[src/rtl/ffam_pkg.sv]
// Purpose: Shared constants for the fault filter and alert mask block.
// Assumes: 50 MHz system clock; command codes arrive already decoded from the bus.
// Notes: Every offset, field position, reset value and timing count lives here.
package ffam_pkg;
  // ==========================================================================
  // Command codes of the four registers.
  localparam logic [7:0] CMD_FILTER_CFG = 8'hd8;
  localparam logic [7:0] CMD_TEMP_GAIN = 8'hd9;
  localparam logic [7:0] CMD_TEMP_BIAS = 8'hda;
  localparam logic [7:0] CMD_ALERT_MASK = 8'hdb;
  // ==========================================================================
  // Field layout of output_fault_filter_cfg.
  localparam int CFG_VIOL_LSB = 0;
  localparam int CFG_VIOL_W = 4;
  localparam int CFG_CROWBAR_BIT = 7;
  // ==========================================================================
  // Transfer lengths in data bytes.
  localparam logic [2:0] LEN_BYTE = 3'h1;
  localparam logic [2:0] LEN_WORD = 3'h2;
  localparam logic [2:0] LEN_MASK = 3'h7;
  localparam int MASK_W = 56;
  // ==========================================================================
  // Reset values; a gain of one keeps the divider meaningful from reset.
  localparam logic [7:0] CFG_RESET = 8'h00;
  localparam logic [15:0] GAIN_RESET = 16'h0001;
  localparam logic [15:0] BIAS_RESET = 16'h0000;
  localparam logic [55:0] MASK_RESET = 56'h0;
  // ==========================================================================
  // Bit positions inside the 56-bit status and mask vectors.
  localparam int BIT_PHASE_INIT = 55;
  localparam int BIT_GROUP_COMM = 54;
  localparam int BIT_AUX_UV_WARN = 53;
  localparam int BIT_AUX_OV_WARN = 52;
  localparam int BIT_SW_PERIOD = 51;
  localparam int BIT_GROUP_RAIL = 50;
  localparam int BIT_AUX_UV_FAULT = 49;
  localparam int BIT_AUX_OV_FAULT = 48;
  localparam int BIT_BAD_CMD = 39;
  localparam int BIT_BAD_DATA = 38;
  localparam int BIT_PEC_FAIL = 37;
  localparam int BIT_COMM_OTHER = 33;
  // ==========================================================================
  // Warning thresholds as percentages of the fault limits.
  localparam logic [31:0] UV_WARN_PCT = 32'd110;
  localparam logic [31:0] OV_WARN_PCT = 32'd95;
  localparam logic [31:0] PCT_DEN = 32'd100;
  // ==========================================================================
  // Sync loss timeout: least time without a sync edge, rounded up to cycles.
  localparam int CLK_PERIOD_NS = 20;
  localparam int SYNC_LOSS_NS = 20000;
  localparam int SYNC_LOSS_CYC = (SYNC_LOSS_NS + CLK_PERIOD_NS - 1) / CLK_PERIOD_NS;
  // ==========================================================================
  // Write sequencer states.
  typedef enum logic [1:0] {WR_IDLE, WR_COUNT, WR_DATA, WR_BAD} ffam_wr_e;
endpackage

[src/rtl/ffam_fault_alert.sv]
// Purpose: Output fault filter, crowbar, external temperature scaling and alert masking.
// Assumes: Bus physical layer decodes transactions into command, byte and stop strobes.
// Notes: Local fault flags are sticky until i_clear_faults; a set in that cycle wins.
`timescale 1ns/1ns
`default_nettype none
// Contract
// Fault starts after field plus one violations.
// Crowbar bit turns low-side device on.
// Temperature equals raw over gain plus bias.
// Mask is seven bytes, one per status.
// Mask one blocks alert, zero allows.
// Bit 55 gates phase init error.
// Bit 54 gates group bus error.
// Aux undervoltage warning at 110 percent.
// Aux overvoltage warning at 95 percent.
// Sync clock loss flags switching period fault.
// Bit 50 gates group rail fault.
// Bits 49, 48 gate aux faults.
// Bit 39 gates invalid command.
// Bit 38 gates invalid data.
// Bit 37 gates packet check failure.
// Protected write flags other comm fault.
// Alert holds while unmasked status stands.
// Clean sample resets violation run.
// Host writes mask as one block.
module ffam_fault_alert
  import ffam_pkg::*;
#(
  parameter int SYNC_LOSS_CYCLES = SYNC_LOSS_CYC
)
(
  input wire logic i_clk,
  input wire logic i_rstn,
  input wire logic i_cmd_start,
  input wire logic [7:0] i_cmd_code,
  input wire logic i_wr_valid,
  input wire logic [7:0] i_wr_byte,
  input wire logic i_xfer_stop,
  input wire logic i_rd_req,
  input wire logic [2:0] i_rd_idx,
  output logic [7:0] o_rd_byte,
  output logic o_rd_valid,
  input wire logic i_pec_fail,
  input wire logic i_write_protect,
  input wire logic i_vout_valid,
  input wire logic i_vout_ov_viol,
  input wire logic i_vout_uv_viol,
  output logic o_vout_ov_fault,
  output logic o_vout_uv_fault,
  output logic o_lowside_on,
  input wire logic i_temp_valid,
  input wire logic [15:0] i_temp_raw,
  output logic o_temp_valid,
  output logic [15:0] o_ext_temp,
  input wire logic i_aux_valid,
  input wire logic [15:0] i_aux_sample,
  input wire logic [15:0] i_aux_uv_limit,
  input wire logic [15:0] i_aux_ov_limit,
  input wire logic i_sync_enable,
  input wire logic i_sync_pin,
  input wire logic [MASK_W-1:0] i_status,
  input wire logic i_clear_faults,
  output logic [MASK_W-1:0] o_local_status,
  output logic o_host_alert_out
);
  // ==========================================================================
  // Registers and working state.
  logic [7:0] cfg_q; // Output fault filter configuration.
  logic [15:0] gain_q; // External temperature divisor.
  logic [15:0] bias_q; // External temperature offset.
  logic [MASK_W-1:0] mask_q; // Alert mask, byte k masks status byte k.
  logic [MASK_W-1:0] shadow_q; // Incoming write bytes before commit.
  logic [7:0] cmd_q; // Command of the current transaction.
  logic [2:0] idx_q; // Data bytes received so far.
  ffam_wr_e wr_q; // Write sequencer state.
  logic [MASK_W-1:0] local_q; // Flags raised by this block.
  logic ov_latched_q; // Overvoltage fault held until cleared.
  logic sync_meta_q; // First synchroniser stage, read only by sync_q.
  logic sync_q; // Second synchroniser stage.
  logic sync_prev_q; // Previous synchronised level for edge detection.
  logic [31:0] sync_cnt_q; // Cycles since the last sync edge.
  logic viol_trip; // Filter reached its run length.
  logic cmd_known; // Command code belongs to this block.
  logic [2:0] cmd_len; // Data bytes the command expects.
  logic [MASK_W-1:0] set_vec; // Flags raised this cycle.
  logic commit; // Transfer ended with a complete, permitted write.
  logic aux_uv_warn; // Aux sample under the warning level.
  logic aux_ov_warn; // Aux sample over the warning level.
  logic sync_lost; // Timeout reached without a sync edge.

  // ==========================================================================
  // Command decode.
  always_comb
  begin
    cmd_known = 1'b1;
    cmd_len = LEN_WORD;
    unique case (i_cmd_code)
      CMD_FILTER_CFG: cmd_len = LEN_BYTE;
      CMD_TEMP_GAIN, CMD_TEMP_BIAS: cmd_len = LEN_WORD;
      CMD_ALERT_MASK: cmd_len = LEN_MASK;
      default: cmd_known = 1'b0;
    endcase
  end

  // A write counts only if the stop ends a full data phase.
  assign commit = i_xfer_stop && (wr_q == WR_DATA) && !i_write_protect &&
                  (idx_q == ((cmd_q == CMD_FILTER_CFG) ? LEN_BYTE :
                             (cmd_q == CMD_ALERT_MASK) ? LEN_MASK : LEN_WORD));

  // ==========================================================================
  // Write sequencer; the block write opens with its byte count, byte 0 next.
  always_ff @(posedge i_clk)
  begin
    if (!i_rstn)
    begin
      wr_q <= WR_IDLE;
      cmd_q <= 8'h00;
      idx_q <= 3'h0;
      shadow_q <= '0;
    end
    else if (i_cmd_start)
    begin
      cmd_q <= i_cmd_code;
      idx_q <= 3'h0;
      wr_q <= !cmd_known ? WR_BAD : (cmd_len == LEN_MASK) ? WR_COUNT : WR_DATA;
    end
    else if (i_xfer_stop)
    begin
      wr_q <= WR_IDLE;
    end
    else if (i_wr_valid)
    begin
      unique case (wr_q)
        WR_COUNT: wr_q <= (i_wr_byte == {5'h0, LEN_MASK}) ? WR_DATA : WR_BAD;
        WR_DATA:
        begin
          // Bytes fill from the low end; overflow is treated as bad data.
          if (idx_q == LEN_MASK)
          begin
            wr_q <= WR_BAD;
          end
          else
          begin
            shadow_q[idx_q*8 +: 8] <= i_wr_byte;
            idx_q <= idx_q + 3'h1;
          end
        end
        WR_IDLE, WR_BAD: wr_q <= wr_q;
      endcase
    end
  end

  // ==========================================================================
  // Register commit at the stop of a complete write.
  always_ff @(posedge i_clk)
  begin
    if (!i_rstn)
    begin
      cfg_q <= CFG_RESET;
      gain_q <= GAIN_RESET;
      bias_q <= BIAS_RESET;
      mask_q <= MASK_RESET;
    end
    else if (commit)
    begin
      unique case (cmd_q)
        CMD_FILTER_CFG: cfg_q <= shadow_q[7:0];
        CMD_TEMP_GAIN: gain_q <= shadow_q[15:0];
        CMD_TEMP_BIAS: bias_q <= shadow_q[15:0];
        CMD_ALERT_MASK: mask_q <= shadow_q;
        default: cfg_q <= cfg_q;
      endcase
    end
  end

  // ==========================================================================
  // Read port: words low byte first; block read returns its count at index 0.
  always_ff @(posedge i_clk)
  begin
    if (!i_rstn)
    begin
      o_rd_byte <= 8'h00;
      o_rd_valid <= 1'b0;
    end
    else
    begin
      o_rd_valid <= i_rd_req;
      if (i_rd_req)
      begin
        unique case (cmd_q)
          CMD_FILTER_CFG: o_rd_byte <= (i_rd_idx == 3'h0) ? cfg_q : 8'h00;
          CMD_TEMP_GAIN: o_rd_byte <= i_rd_idx[0] ? gain_q[15:8] : gain_q[7:0];
          CMD_TEMP_BIAS: o_rd_byte <= i_rd_idx[0] ? bias_q[15:8] : bias_q[7:0];
          CMD_ALERT_MASK:
          begin
            // Index 0 carries the count, then mask bytes 0 to 6.
            if (i_rd_idx == 3'h0)
            begin
              o_rd_byte <= {5'h0, LEN_MASK};
            end
            else
            begin
              o_rd_byte <= mask_q[(i_rd_idx - 3'h1)*8 +: 8];
            end
          end
          default: o_rd_byte <= 8'h00;
        endcase
      end
    end
  end

  // ==========================================================================
  // Output voltage violation filter and crowbar.
  ffam_viol_filter #(.CNT_W(CFG_VIOL_W)) u_filter
  (
    .i_clk(i_clk),
    .i_rstn(i_rstn),
    .i_sample_valid(i_vout_valid),
    .i_violate(i_vout_ov_viol || i_vout_uv_viol),
    .i_limit(cfg_q[CFG_VIOL_LSB +: CFG_VIOL_W]),
    .o_trip(viol_trip)
  );

  // The tripping sample decides which fault starts; overvoltage takes priority.
  assign o_vout_ov_fault = viol_trip && i_vout_ov_viol;
  assign o_vout_uv_fault = viol_trip && !i_vout_ov_viol;

  // Overvoltage is held so the low-side device stays on until faults are cleared.
  always_ff @(posedge i_clk)
  begin
    if (!i_rstn)
    begin
      ov_latched_q <= 1'b0;
      o_lowside_on <= 1'b0;
    end
    else
    begin
      ov_latched_q <= o_vout_ov_fault || (ov_latched_q && !i_clear_faults);
      o_lowside_on <= ov_latched_q && cfg_q[CFG_CROWBAR_BIT];
    end
  end

  // ==========================================================================
  // External temperature scaling; a zero gain yields the bias alone.
  always_ff @(posedge i_clk)
  begin
    if (!i_rstn)
    begin
      o_ext_temp <= 16'h0000;
      o_temp_valid <= 1'b0;
    end
    else
    begin
      o_temp_valid <= i_temp_valid;
      if (i_temp_valid)
      begin
        o_ext_temp <= ((gain_q == 16'h0000) ? 16'h0000 : i_temp_raw / gain_q) + bias_q;
      end
    end
  end

  // ==========================================================================
  // Aux monitor warnings, compared in percent to avoid a divider.
  assign aux_uv_warn = ({16'h0, i_aux_sample} * PCT_DEN) <
                       ({16'h0, i_aux_uv_limit} * UV_WARN_PCT);
  assign aux_ov_warn = ({16'h0, i_aux_sample} * PCT_DEN) >
                       ({16'h0, i_aux_ov_limit} * OV_WARN_PCT);

  // ==========================================================================
  // Sync clock watchdog; the pin is synchronised before any edge logic.
  always_ff @(posedge i_clk)
  begin
    if (!i_rstn)
    begin
      sync_meta_q <= 1'b0;
      sync_q <= 1'b0;
      sync_prev_q <= 1'b0;
    end
    else
    begin
      sync_meta_q <= i_sync_pin;
      sync_q <= sync_meta_q;
      sync_prev_q <= sync_q;
    end
  end

  // The count saturates so a lost clock raises one event, not a stream.
  always_ff @(posedge i_clk)
  begin
    if (!i_rstn || !i_sync_enable || (sync_q != sync_prev_q))
    begin
      sync_cnt_q <= 32'h0;
    end
    else if (sync_cnt_q < SYNC_LOSS_CYCLES)
    begin
      sync_cnt_q <= sync_cnt_q + 32'h1;
    end
  end
  assign sync_lost = (sync_cnt_q == SYNC_LOSS_CYCLES - 1) && i_sync_enable &&
                     (sync_q == sync_prev_q);

  // ==========================================================================
  // Local sticky flags: a set in the clearing cycle survives.
  always_comb
  begin
    set_vec = '0;
    set_vec[BIT_AUX_UV_WARN] = i_aux_valid && aux_uv_warn;
    set_vec[BIT_AUX_OV_WARN] = i_aux_valid && aux_ov_warn;
    set_vec[BIT_SW_PERIOD] = sync_lost;
    set_vec[BIT_BAD_CMD] = i_cmd_start && !cmd_known;
    set_vec[BIT_BAD_DATA] = (i_wr_valid && !i_xfer_stop && !i_cmd_start &&
                             ((wr_q == WR_COUNT && i_wr_byte != {5'h0, LEN_MASK}) ||
                              (wr_q == WR_DATA && idx_q == LEN_MASK))) ||
                            (i_xfer_stop && wr_q == WR_DATA && idx_q != 3'h0 &&
                             !i_write_protect && !commit);
    set_vec[BIT_PEC_FAIL] = i_pec_fail;
    set_vec[BIT_COMM_OTHER] = i_xfer_stop && (wr_q == WR_DATA) && (idx_q != 3'h0) &&
                              i_write_protect;
  end

  always_ff @(posedge i_clk)
  begin
    if (!i_rstn)
    begin
      local_q <= '0;
    end
    else
    begin
      local_q <= set_vec | (i_clear_faults ? '0 : local_q);
    end
  end
  assign o_local_status = local_q;

  // ==========================================================================
  // Alert: any unmasked status bit holds it; registered for a clean pin.
  always_ff @(posedge i_clk)
  begin
    if (!i_rstn)
    begin
      o_host_alert_out <= 1'b0;
    end
    else
    begin
      o_host_alert_out <= |((i_status | local_q) & ~mask_q);
    end
  end
endmodule // ffam_fault_alert
`default_nettype wire

[src/rtl/ffam_viol_filter.sv]
// Purpose: Counts consecutive output voltage limit violations.
// Assumes: Samples and violation flags come from logic on the same clock.
// Notes: Trips on the violation whose number equals limit plus one.
`timescale 1ns/1ns
`default_nettype none
module ffam_viol_filter
#(
  parameter int CNT_W = 4
)
(
  input wire logic i_clk,
  input wire logic i_rstn,
  input wire logic i_sample_valid,
  input wire logic i_violate,
  input wire logic [CNT_W-1:0] i_limit,
  output logic o_trip
);
  // Run length seen so far; one wider than the limit so it never wraps.
  logic [CNT_W:0] run_q;
  // The current violation completes the run when run_q already equals the limit.
  logic run_full;

  assign run_full = (run_q == {1'b0, i_limit});
  // Trip is a one-cycle pulse when the limit is above zero, qualified by the sample itself.
  assign o_trip = i_sample_valid && i_violate && run_full;

  // ==========================================================================
  // Run counter: a clean sample breaks the run, a trip restarts it.
  always_ff @(posedge i_clk)
  begin
    if (!i_rstn)
    begin
      run_q <= '0;
    end
    else if (i_sample_valid)
    begin
      if (!i_violate)
      begin
        run_q <= '0;
      end
      else if (run_full)
      begin
        run_q <= '0;
      end
      else
      begin
        run_q <= run_q + 1'b1;
      end
    end
  end
endmodule // ffam_viol_filter
`default_nettype wire

[config.mk]
export PLATFORM = sky130hd
export DESIGN_NAME = ffam_fault_alert
export DESIGN_NICKNAME = d
export VERILOG_FILES = /design/src/rtl/ffam_pkg.sv /design/src/rtl/ffam_fault_alert.sv /design/src/rtl/ffam_viol_filter.sv
export SDC_FILE = /design/constraint.sdc
export NUM_CORES = 1
export LEC_CHECK = 0
export BUFFER_PORTS_ARGS = -buffer_cell sky130_fd_sc_hd__buf_2
export CORE_AREA = 2 2 296 298
export CTS_CLUSTER_DIAMETER = 100
export DETAILED_ROUTE_END_ITERATION = 7
export DIE_AREA = 0 0 298 300
export PLACE_DENSITY_LB_ADDON = 0.25
export SLEW_MARGIN = 20
export SYNTH_ARGS = -nofsm -noshare
export SYNTH_HDL_FRONTEND = slang
export SYNTH_SLANG_ARGS = --single-unit
[constraint.sdc]
create_clock -name i_clk -period 81.6 [get_ports i_clk]
set_input_delay 0 -clock i_clk [delete_from_list [all_inputs] [get_ports i_clk]]
set_output_delay 0 -clock i_clk [all_outputs]
set_load 0.005 [all_outputs]
# [Word-level counts from Yosys, hierarchy flattened]
# Cells that the tools add are included.
[classes] add_sub_neg=6 eq_ne=22 n_bitwise=8 mux=22 n_reduce_logical=54 magnitude_cmp=3 shift=3 n_div=1 n_mul=3
[op_table] op="== test 8 bit (second input constant)" count=8
[op_table] op="bitwise AND 56 bit" count=1
[op_table] op="bitwise mux 56 bit" count=1
[op_table] op="two-way mux 56 bit" count=1
[op_table] op="NOT 56 bit" count=1
[op_table] op="OR 54 x 56 -> 56 bit" count=1
[op_table] op="OR 56 bit" count=1
[op_table] op="OR reduction 56 bit" count=1
[op_table] op="variable shift 8 x 34 -> 56 bit (first input constant)" count=1
[op_table] op="variable part select 56 x 33 -> 8 bit" count=1
[op_table] op="variable part select 8 x 34 -> 56 bit" count=1
[op_table] op="negation 6 -> 34 bit" count=1
[op_table] op="adder 32 x 1 -> 32 bit (second input constant)" count=1
[op_table] op="== test 32 x 10 -> 1 bit (second input constant)" count=1
[op_table] op="< comparator 32 x 10 -> 1 bit (second input constant)" count=1
[op_table] op="two-way mux 8 bit" count=4
[op_table] op="one-hot mux 8 bit (4 select lines)" count=1
[op_table] op="> comparator 23 bit" count=1
[op_table] op="logical AND 1 bit" count=23
[op_table] op="< comparator 23 bit" count=1
[op_table] op="multiplier 16 x 7 -> 23 bit (second input constant)" count=1
[op_table] op="multiplier 16 x 6 -> 22 bit (second input constant)" count=1
[op_table] op="multiplier 16 x 5 -> 21 bit (second input constant)" count=1
[op_table] op="adder 16 bit" count=1
[op_table] op="35 further kinds" count=66
[totals] input_bits=155 out_inout_bits=86 wordCells=143 reg_bits=290

# [Logic depth before layout (Yosys ltp)]
# Gate-level depths: netlist (run 1).
[logic_depth] word_depth=9 ltp_mapped=149 ltp_nobuf=139

# [By module]
# From an unflattened synthesis (run 1), not the netlist that was laid out.
[hier_totals] hier_cells=3107 area_unflattened_um2=25314.3
[modules_own_cells] module="ffam_fault_alert" seq_area_each_um2=4724.5 area_each_um2=24987.7 cells_per_inst=3071 instances=1
[modules_own_cells] module="ffam_viol_filter" seq_area_each_um2=100.1 area_each_um2=326.6 cells_per_inst=36 instances=1

# [Worst setup path before layout (run 1)]
# No wires, ideal clock.
[synth_path] path_type="reg2reg" startpoint="register gain_q[15]" endpoint="register o_ext_temp[14]" required_time_ns=81.535 period_less_slack_ns=29.080 n_path_buf=11 setup_time_ns=0.065 slack_ns=52.520 arrival_time_ns=29.014 stages_incl_launch_ff=139 path_cell_list="dfxtp_1 -> nor4_4 -> and4_1 -> buf_6 -> and2_1 -> a21oi_1 -> a21oi_1 -> ha_1 -> o21a_1 -> o21a_1 -> mux2i_1 -> a21oi_1 -> ha_1 -> nor2_1 -> a211oi_1 -> mux2_2 -> o21ai_0 -> ha_1 -> [... 103 more ...] -> nor2b_1 -> o21ai_0 -> a31oi_1 -> o2111ai_1 -> a211oi_1 -> ha_1 -> inv_1 -> fa_1 -> nor2b_1 -> o21ai_0 -> a21oi_1 -> o21ai_0 -> a211oi_1 -> nor3_1 -> o31ai_1 -> xor2_1 -> mux2i_1 -> nor2b_1"
[synth_between] elab_chain_len=3 elab_cells_between_ends=4 cone_classes="add/sub (1); div (1); mux (1); reduce/logical (1)"
[synth_lines] element="start, declared" line_no="ffam_fault_alert.sv:69" rtl="logic [15:0] gain_q;"
[synth_lines] element="start signal, assigned" line_no="ffam_fault_alert.sv:168" rtl="CMD_TEMP_GAIN: gain_q <= shadow_q[15:0];"
[synth_lines] element="divider 16 x 16 -> 16 bit / zero test 16 bit (equally long branches)" line_no="ffam_fault_alert.sv:257" rtl="o_ext_temp <= ((gain_q == 16'h0000) ? 16'h0000 : i_temp_raw / gain_q) + bias_q;"
[synth_lines] element="two-way mux 16 bit (*)" line_no="ffam_fault_alert.sv:257"
[synth_lines] element="adder 16 bit (*)" line_no="ffam_fault_alert.sv:257"
[synth_lines] element="end signal, assigned" line_no="ffam_fault_alert.sv:257"
[synth_lines] element="end, declared" line_no="ffam_fault_alert.sv:54" rtl="output logic [15:0] o_ext_temp,"
# Mark *: on every way between the ends. The rest lies on a longest branch, timed or not.
# A chain may end at the register's enable or synchronous reset.

# [Worst setup path after layout (run 1)]
# Ends and elaborated chain as after synthesis.

==> metrics.csv, run 1 <==
metric,value,unit
Slew headroom,29.8,%
Place WS,47.51,ns
Layout Utilization,33.8,%
"most used cell, CP",ha_1,
# rows,108,
Worst EP required,82.13,ns
"Reg clk slew, reported paths",0.06,ns
global-route wire length before repair,123,mm
H-tree levels,1,
Mean Syn Cell Area,8.22,sq um
DRC Markers,0,
most area-consuming cells after synthesis,"dfxtp_1 19%, ha_1 17%, fa_1 8.3%",
I/O pin total,241,
die height,300,um
area growth from synthesis to layout,13.6,%
Core ar.,86200,sq um
drt pass-1 iters,5,
cells after synthesis,3120,
Clock Skews,0.0256,ns
initial antenna violation count,13,
Synth warnings,0,
CP Max Fanout,23,
Crit path arrival time,35.06,ns
largest net degree at the start of global routing,114,
Register Area,4820,sq um
nets@finish,3922,
drt wl/cell,17.5,um
RD Place Congestion,0.867,
vias in the first global route,21537,
Yosys reg bits,241,
Setup CP Type,reg -> reg,
period utilization,42.3,%
crit-path max cell delay,0.82,ns
TritonCTS Sinks,241,
post-synth top area cell,dfxtp_1,
worst slew pin tran,1.04,ns
total negative setup slack,0,ns
status,"finished, final reports clean",
clock period minus worst slack,34.53,ns
CTS Buf Count,30,
final worst slack,47.07,ns
CTS Root Cell,clkbuf_16,
Most used DFF post-synth,dfxtp_1,
Clock Tree Buf Depth,3,
Post-synth EDFFs,0,
ys async rst share,0,%
worst r2r path cells,132,
Fin. Hold Viols,0,
vias per cell,4.97,
initial core utilization,29.8,%
# fillers,9194,
total number of vias,22279,
port bufs,191,
hpwl dp,62.8,mm
CP max-delay cell,a21oi_1,
initial DRC count,1454,
GRT Overall Usage,17.2,%
Post-CTS Setup Bufs,0,
layout cells sized above 1,10.4,%
Chip Width,298,um
Post-Route WL,78.5,mm
CP startpoint kind,flop,
Peak Freq,0.0290,GHz
sequential cell area fraction in the yosys report,18.8,%
CTS tree,done,
Hold WC Path Type,in -> reg,
area of the die,89400,sq um
"Cell Area, Synth",25700,sq um
MaxCap Viol Count,0,
max-slew violations,0,
final setup vio count,0,
synth unique cells,92,
RSZ-0062 raised after global routing,false,
Resized Gates After CTS,0,
Hold Path Stages,2,
total congestion overflow,0,
worst skew pair latency,0.59,ns
ANT nets after route,0,
Critical Path End Type,flop,
multi-input logic area,19100,sq um
post-synth top area share,18.8,%
-- layout by cell type, fill, tap and decap left out, drive strengths merged, types with 84 or more instances in the layout --
| cell type | instances |
|---|---|
| dfxtp | 241 |
| nor2b | 113 |
| o21ai | 128 |
| nor3 | 84 |
| nor2 | 183 |
| nand2 | 301 |
| ha | 352 |
| mux2i | 106 |
| inv | 300 |
| a21oi | 146 |
| fa | 106 |
| buf | 210 |
-- metrics by stage --
stage | hold slack, ns | cells | area, sq um
after floorplan | 0.124 | 3168 | 25800
after global placement | 0.212 | 4383 | 27600
after detailed placement | 0.216 | 4383 | 27600
after CTS | 0.0128 | 4479 | 29100
after global routing | 0.0954 | 4481 | 29100
final | 0.0610 | 4482 | 29100
-- synth_stat cells (6+ instances only) --
master	number
or3_1	26
mux2_2	26
inv_1	298
o31ai_1	15
nand4_1	27
a211o_1	7
nor3_1	83
nor4_1	18
a41oi_1	6
ha_1	352
and3_1	27
a31o_2	8
nand3_1	65
o21a_1	39
nor3b_1	12
nand3b_1	7
a21o_1	62
o21ai_0	126
a221oi_1	24
o22ai_1	28
dfxtp_1	241
or2_2	23
xor2_1	53
and2_1	66
buf_4	50
buf_2	9
a21boi_0	81
nand2_1	301
o211ai_1	13
a211oi_1	17
mux4_2	8
clkbuf_1	84
o31a_1	7
a31oi_1	31
nor2b_1	113
xnor2_1	78
nor2_1	182
nand2b_1	27
a21oi_1	144
fa_1	106
mux2i_1	106
o21bai_1	15
-- per-layer routing --
metal | wire length (um) | track usage, % | vias up
met3 | 3660 | 1.94 | 74
met2 | 36200 | 28.6 | 493
met4 | 1220 | 3.23 | 4
met5 | 26 | 0 | -
li1 | - | - | 11230
met1 | 37400 | 24.1 | 10478
-- kinds of logic (layout without fill, tap and decap cells) --
| logic type | after synthesis | after routing | synth area share, % |
|---|---|---|---|
| adders and majority gates | 458 | 458 | 25.4 |
| xor gates and xnor gates | 131 | 131 | 4.47 |
| AOI/OAI and AO/OA | 695 | 695 | 18.3 |
| DFF | 241 | 241 | 18.8 |
| and+or+nand+nor | 1005 | 1005 | 19.5 |
| buffers and inverters | 448 | 604 | 7.39 |
| muxes | 141 | 141 | 6.02 |
| other | 1 | 52 | 0.0146 |
-- worst max-delay path, delay by kind of cell, from the launching register on --
kind | cells | cell delay [ns]
buffers and inverters | 8 | 1.49
multiplexers | 7 | 2.24
XOR/XNOR | 1 | 0.18
AND/OR/NAND/NOR | 32 | 7.43
adder cells (fa/ha/maj) | 17 | 5.29
AO/OA/AOI/OAI | 67 | 17.36
flip-flops | 1 | 0.40
-- flip-flops by register name (all words and copies together) (netlist names), 2 cells and up --
name,count
bias_q,16
cfg_q,8
cmd_q,8
gain_q,16
idx_q,3
mask_q,56
o_ext_temp,16
o_local_status,7
o_rd_byte,8
shadow_q,56
sync_cnt_q,32
u_filter.run_q,5
wr_q,2
-- worst paths after layout --
| kind | from | end | slack, ns |
|---|---|---|---|
| hold reg to reg | sync_meta_q | sync_q | 0.44 |
| hold / removal | i_rstn | gain_q[0] | 0.06 |
| setup / recovery | gain_q[15] | o_ext_temp[14] | 47.07 |
| setup reg to reg | gain_q[15] | o_ext_temp[14] | 47.07 |
-- repair_timing --
item / in CTS / in global routing
setup endpoints to repair: 0 / 0
hold buffers: 49 / 0
hold endpoints to repair: 115 / 0
-- area by class of cell --
class                           instances  share of cell area, %
Sequential cell                       241                   16.6
Clock buffer                           36                   2.76
Timing Repair Buffer                  259                   5.46
Clock inverter                         11                  0.747
Inverter                              298                   3.84
Tap cell                             1155                   4.96
Multi-Input combinational cell       2479                   65.7
Antenna cell                            3                 0.0258
Power of run 1 is left out: the tool's default activity adds up to more than one toggle a clock period on the data nets, which glitch-free logic cannot reach.
==> inputs of run 2 (changes only) <==
- ABC_AREA: not set -> 1
- CORE_AREA: 2 2 296 298 -> 2 2 294 296
- DIE_AREA: 0 0 298 300 -> 0 0 296 298
- clock period: 81.6 -> 28.9 ns (I/O delays scaled with it)
==> metrics.csv, run 2 <==
metric,value,unit,change
status,"finished, final reports clean",,unchanged
most area-consuming cells after synthesis,"dfxtp_1 19%, ha_1 17%, inv_1 8.6%",,"was dfxtp_1 19%, ha_1 17%, fa_1 8.3%"
met2 GRT Util,28.7,%,was 28.6%
Slew headroom,31.7,%,was 29.8%
Placed Instances,4757,,was 4383
hpwl dp,62.3,mm,was 62.8 mm
GRT Overall Usage,17.2,%,about the same
most frequent cells in the layout,"575 x inv_1, 533 x nand2_1, 352 x ha_1",,"was 352 x ha_1, 300 x nand2_1, 298 x inv_1"
H-tree levels,1,,unchanged
total negative setup slack,0,ns,unchanged
Most used DFF post-synth,dfxtp_1,,unchanged
clock period minus worst slack,26.03,ns,was 34.53 ns
most numerous cell in the Yosys netlist,inv_1,,was ha_1
initial core utilization,29.9,%,was 29.8%
area growth from synthesis to layout,15.5,%,was 13.6%
post-synth top area share,19.0,%,was 18.8%
die height,298,um,was 300 um
global-route wire length before repair,122,mm,was 123 mm
CTS tree,done,,unchanged
vias in the first global route,22581,,was 21537
final setup vio count,0,,unchanged
post-synth top area cell,dfxtp_1,,unchanged
MaxCap Viol Count,0,,unchanged
Peak Freq,0.0384,GHz,was 0.0290 GHz
initial DRC count,1298,,was 1454
Core ar.,84900,sq um,was 86200 sq um
register-to-register setup slack,2.87,ns,was 47.07 ns
Critical Path End Type,flop,,unchanged
Hold Path Stages,5,,was 2
Hold EP,o_local_status[53],,was gain_q[0]
period utilization,90.1,%,was 42.3%
area of the die,88200,sq um,was 89400 sq um
# fillers,9235,,was 9194
RD Place Congestion,0.868,,was 0.867
Layout Utilization,34.5,%,was 33.8%
DRC Markers,0,,unchanged
RR Startpoint,gain_q[15],,unchanged
nets@finish,4341,,was 3922
M3 GR Usage,1.92,%,was 1.94%
sequential cell area fraction in the yosys report,19.0,%,was 18.8%
CP startpoint kind,flop,,unchanged
synth unique cells,73,,was 92
drt wl/cell,15.7,um,was 17.5 um
Hold WC Path Type,in -> reg,,unchanged
"most common cell after layout, fill and taps aside",inv_1,,was ha_1
Post-Route WL,76.8,mm,was 78.5 mm
layout cells sized above 1,12.9,%,was 10.4%
worst r2r path cells,206,,was 132
final worst slack,2.87,ns,was 47.07 ns
TritonCTS Sinks,241,,unchanged
ys async rst share,0,%,unchanged
crit-path max cell delay,0.40,ns,was 0.82 ns
Synth top cells by count,"580 x inv_1, 538 x nand2_1, 352 x ha_1",,"was 352 x ha_1, 301 x nand2_1, 298 x inv_1"
Place WS,-0.292,ns,was 47.51 ns
Worst EP required,29.40,ns,was 82.13 ns
vias per cell,4.77,,was 4.97
I/O pin total,241,,unchanged
biggest regs,"mask_q (56), shadow_q (56), sync_cnt_q (32)",,unchanged
drt pass-1 iters,5,,unchanged
# rows,107,,was 108
Finished Layout Cells,4892,,was 4482
CTS Buf Count,25,,was 30
hold path start,i_aux_valid,,was i_rstn
cells after synthesis,3505,,was 3120
Crit path arrival time,26.53,ns,was 35.06 ns
Clock Skews,0.00928,ns,was 0.0256 ns
total congestion overflow,0,,unchanged
initial antenna violation count,5,,was 13
CTS Root Cell,clkbuf_16,,unchanged
GRT busiest layer,met2,,unchanged
Mean Syn Cell Area,7.23,sq um,was 8.22 sq um
max-slew violations,0,,unchanged
reg2reg end,o_ext_temp[15],,was o_ext_temp[14]
Synth warnings,0,,unchanged
Clock Tree Buf Depth,3,,unchanged
CP Max Fanout,18,,was 23
Fin. Hold Viols,0,,unchanged
Chip Width,296,um,was 298 um
port bufs,191,,unchanged
Setup CP Type,reg -> reg,,unchanged
largest net degree at the start of global routing,85,,was 114
"Reg clk slew, reported paths",0.06,ns,about the same
CP max-delay cell,dfxtp_1,,was a21oi_1
Post-synth EDFFs,0,,unchanged
"most used cell, CP",nand2_1,,was ha_1
met1 Use GR,24.1,%,about the same
ANT nets after route,0,,unchanged
worst slew pin tran,1.03,ns,was 1.04 ns
total number of vias,23328,,was 22279
Yosys reg bits,241,,unchanged
worst skew pair latency,0.56,ns,was 0.59 ns
"Cell Area, Synth",25400,sq um,was 25700 sq um
[run 2: cell count changes after synthesis, moves of 88 or more]
cell	delta
a21oi_1	+175
o21ai_0	+104
mux2i_1	-103
nand3_1	+88
nor2b_1	-113
inv_1	+282
nand2_1	+237
[run 2: worst max-delay path by stage]
stage,start,end,slack [ns],cells after the start
finish,gain_q[15],o_ext_temp[15],2.87,206
global route,gain_q[0],o_ext_temp[14],-0.09,213
CTS,gain_q[7],o_ext_temp[14],0.08,203
detailed placement,gain_q[7],o_ext_temp[14],-0.29,203
global placement,gain_q[7],o_ext_temp[14],0.82,203
floorplan,gain_q[0],o_ext_temp[14],5.18,215
[run 2: stage by stage]
stage / hold slack (ns) / area, sq um
finish: 0.0107 / 29300
global route: 0.0601 / 29300
CTS: 0.0125 / 28800
detailed placement: 0.193 / 27300
global placement: 0.190 / 27300
floorplan: 0.0365 / 25500
[run 2: cells by family (layout without fill, tap and decap cells)]
kind of cell | Yosys count | count (layout) | share of synthesized area, %
adder cells (fa/ha/maj) | 458 | 458 | 25.7
other | 1 | 50 | 0.0148
multiplexers | 3 | 3 | 0.118
AND/OR/NAND/NOR | 1134 | 1134 | 20.8
buffers and inverters | 750 | 944 | 12.1
AO/OA/AOI/OAI | 786 | 786 | 17.7
flip-flops | 241 | 241 | 19.0
XOR/XNOR | 132 | 132 | 4.56
[run 2: final cells by class]
cell class	count	area, sq um	share of cell area (%)
Timing Repair inverter	2	15.0	0.0513
Clock buffer	34	729	2.49
Inverter	600	2280	7.79
Sequential cell	241	4820	16.5
Timing Repair Buffer	296	1890	6.44
Clock inverter	12	181	0.620
Multi-Input combinational cell	2562	17900	61.2
Antenna cell	1	2.50	0.00855
Tap cell	1144	1430	4.89
[run 2: critical path, delay by kind of cell, from the launching register on]
kind / cells / cell delay [ns]
simple gates: 125 / 12.40
compound gates: 42 / 5.76
fa+ha+maj: 16 / 4.84
buf+inv: 21 / 1.99
xor+xnor: 2 / 0.57
flops: 1 / 0.40
[run 2: repair_timing]
item | 4_1_cts | 5_1_grt
setup endpoints to repair | 4 | 16
gates cloned | 0 | 2
buffers inserted | 8 | 27
gates resized for setup | 4 | 57
pin swaps | 0 | 12
hold buffers | 51 | 0
endpoints found under the hold margin | 85 | 0
[run 2: metal layers]
| layer | share of wire [%] | vias to the layer above |
|---|---|---|
| li1 | - | 11971 |
| met5 | 0 | - |
| met4 | 1.6 | 0 |
| met1 | 48 | 10833 |
| met2 | 46 | 452 |
| met3 | 4.6 | 72 |
Power of run 2 is left out for the same reason.
==> inputs of run 3 (changes only) <==
- clock period: 28.9 -> 28.3 ns (I/O delays scaled with it)
==> metrics.csv, run 3 (synthesis results as in run 2) <==
metric,value,unit,change
status,"finished, final reports clean",,unchanged
Hold WS,0.0618,ns,was 0.0107 ns
# rows,107,,unchanged
"most used cell, CP",nand2_1,,unchanged
Chip Width,296,um,unchanged
Crit path arrival time,26.22,ns,was 26.53 ns
vias in the first global route,22468,,was 22581
Register Area,4820,sq um,unchanged
H-tree levels,1,,unchanged
most frequent cells in the layout,"575 x inv_1, 528 x nand2_1, 341 x ha_1",,"was 575 x inv_1, 533 x nand2_1, 352 x ha_1"
"most common cell after layout, fill and taps aside",inv_1,,unchanged
Slew headroom,32.2,%,was 31.7%
layout cells sized above 1,13.8,%,was 12.9%
hpwl dp,62.0,mm,was 62.3 mm
CP Max Fanout,18,,unchanged
initial core utilization,29.9,%,unchanged
ANT nets after route,0,,unchanged
multi-input logic area,18100,sq um,was 17900 sq um
crit-path max cell delay,0.39,ns,was 0.40 ns
area growth from synthesis to layout,16.3,%,was 15.5%
"Reg clk slew, reported paths",0.06,ns,about the same
period utilization,90.9,%,was 90.1%
MaxCap Viol Count,0,,unchanged
Worst EP required,28.80,ns,was 29.40 ns
worst skew pair latency,0.56,ns,about the same
CTS Root Cell,clkbuf_16,,unchanged
drt pass-1 iters,6,,was 5
I/O pin total,241,,unchanged
clock period minus worst slack,25.72,ns,was 26.03 ns
CP startpoint kind,flop,,unchanged
Setup CP Type,reg -> reg,,unchanged
# fillers,9315,,was 9235
initial DRC count,1348,,was 1298
nets@finish,4351,,was 4341
Core ar.,84900,sq um,unchanged
Peak Freq,0.0389,GHz,was 0.0384 GHz
CTS Buf Count,25,,unchanged
CTS tree,done,,unchanged
worst slew pin tran,1.02,ns,was 1.03 ns
total negative setup slack,0,ns,unchanged
global-route wire length before repair,121,mm,was 122 mm
biggest regs,"mask_q (56), shadow_q (56), sync_cnt_q (32)",,unchanged
DRC Markers,0,,unchanged
total congestion overflow,0,,unchanged
die height,298,um,unchanged
TritonCTS Sinks,241,,unchanged
total number of vias,23303,,was 23328
Critical Path End Type,flop,,unchanged
area of the die,88200,sq um,unchanged
CP max-delay cell,dfxtp_1,,unchanged
RD Place Congestion,0.892,,was 0.868
Clock Tree Buf Depth,3,,unchanged
Fin. Hold Viols,0,,unchanged
initial antenna violation count,4,,was 5
largest net degree at the start of global routing,96,,was 85
Hold WC Path Type,in -> reg,,unchanged
drt wl/cell,15.6,um,was 15.7 um
final setup vio count,0,,unchanged
max-slew violations,0,,unchanged
vias per cell,4.75,,was 4.77
Post-Route WL,76.6,mm,was 76.8 mm
GRT Overall Usage,17.0,%,was 17.2%
Clock Skews,0.0170,ns,was 0.00928 ns
port bufs,191,,unchanged
run 3: changes by cell type in the layout (fill, tap and decap cells not counted), moves of 5 or more:
cell	previous run	this run
buf_4	54	62
nand2_1	533	528
nand2_2	19	25
ha_1	352	341
nand3_2	42	47
a21oi_1	314	309
ha_4	0	9
run 3: worst paths after layout:
| check | startpoint | endpoint | slack, ns | cells after the start |
|---|---|---|---|---|
| hold reg to reg | sync_meta_q | sync_q | 0.42 | 2 |
| setup / recovery | gain_q[14] | o_ext_temp[15] | 2.58 | 210 |
| hold / removal | i_vout_uv_viol | u_filter.run_q[0] | 0.06 | 5 |
| setup reg to reg | gain_q[14] | o_ext_temp[15] | 2.58 | 210 |
run 3: critical path, delay by kind of cell, from the launching register on:
kind                       cells  cell delay [ns]
AOI/OAI and AO/OA             43             6.00
buffers and inverters         27             2.53
and+or+nand+nor              122            11.60
adders and majority gates     16             4.56
xor gates and xnor gates       2             0.52
DFF                            1             0.39
run 3: final cells by class:
cell class                      instances  share of cell area [%]
Antenna cell                            3                  0.0255
Timing Repair Buffer                  307                    6.71
Inverter                              600                    7.73
Clock inverter                         12                   0.547
Sequential cell                       241                    16.4
Clock buffer                           32                    2.35
Tap cell                             1144                    4.85
Multi-Input combinational cell       2563                    61.4
run 3: metal layers:
metal | global-route usage, % | routed length [um] | up-vias
met3 | 2.18 | 3300 | 84
met2 | 28.6 | 35600 | 406
met1 | 23.4 | 36400 | 10834
met5 | 0 | 0 | -
met4 | 2.73 | 1300 | 0
li1 | - | - | 11979
run 3: repair_timing:
action	in CTS	in global routing
setup buffers	0	40
pin swaps	0	31
endpoints found under the hold margin	101	0
setup endpoints to repair	4	16
hold buffers	52	0
gates resized for setup	1	98
gates cloned	0	1
run 3: stage by stage:
step	std cells	setup slack, ns	cell area, sq um	util, %
floorplan	3553	4.58	25500	-
global placement	4762	0.604	27300	32.2
detailed placement	4762	-0.114	27300	32.2
CTS	4858	0.0141	28700	33.8
global route	4901	-0.139	29500	34.7
finish	4902	2.58	29500	34.7
Power of run 3 is left out for the same reason.
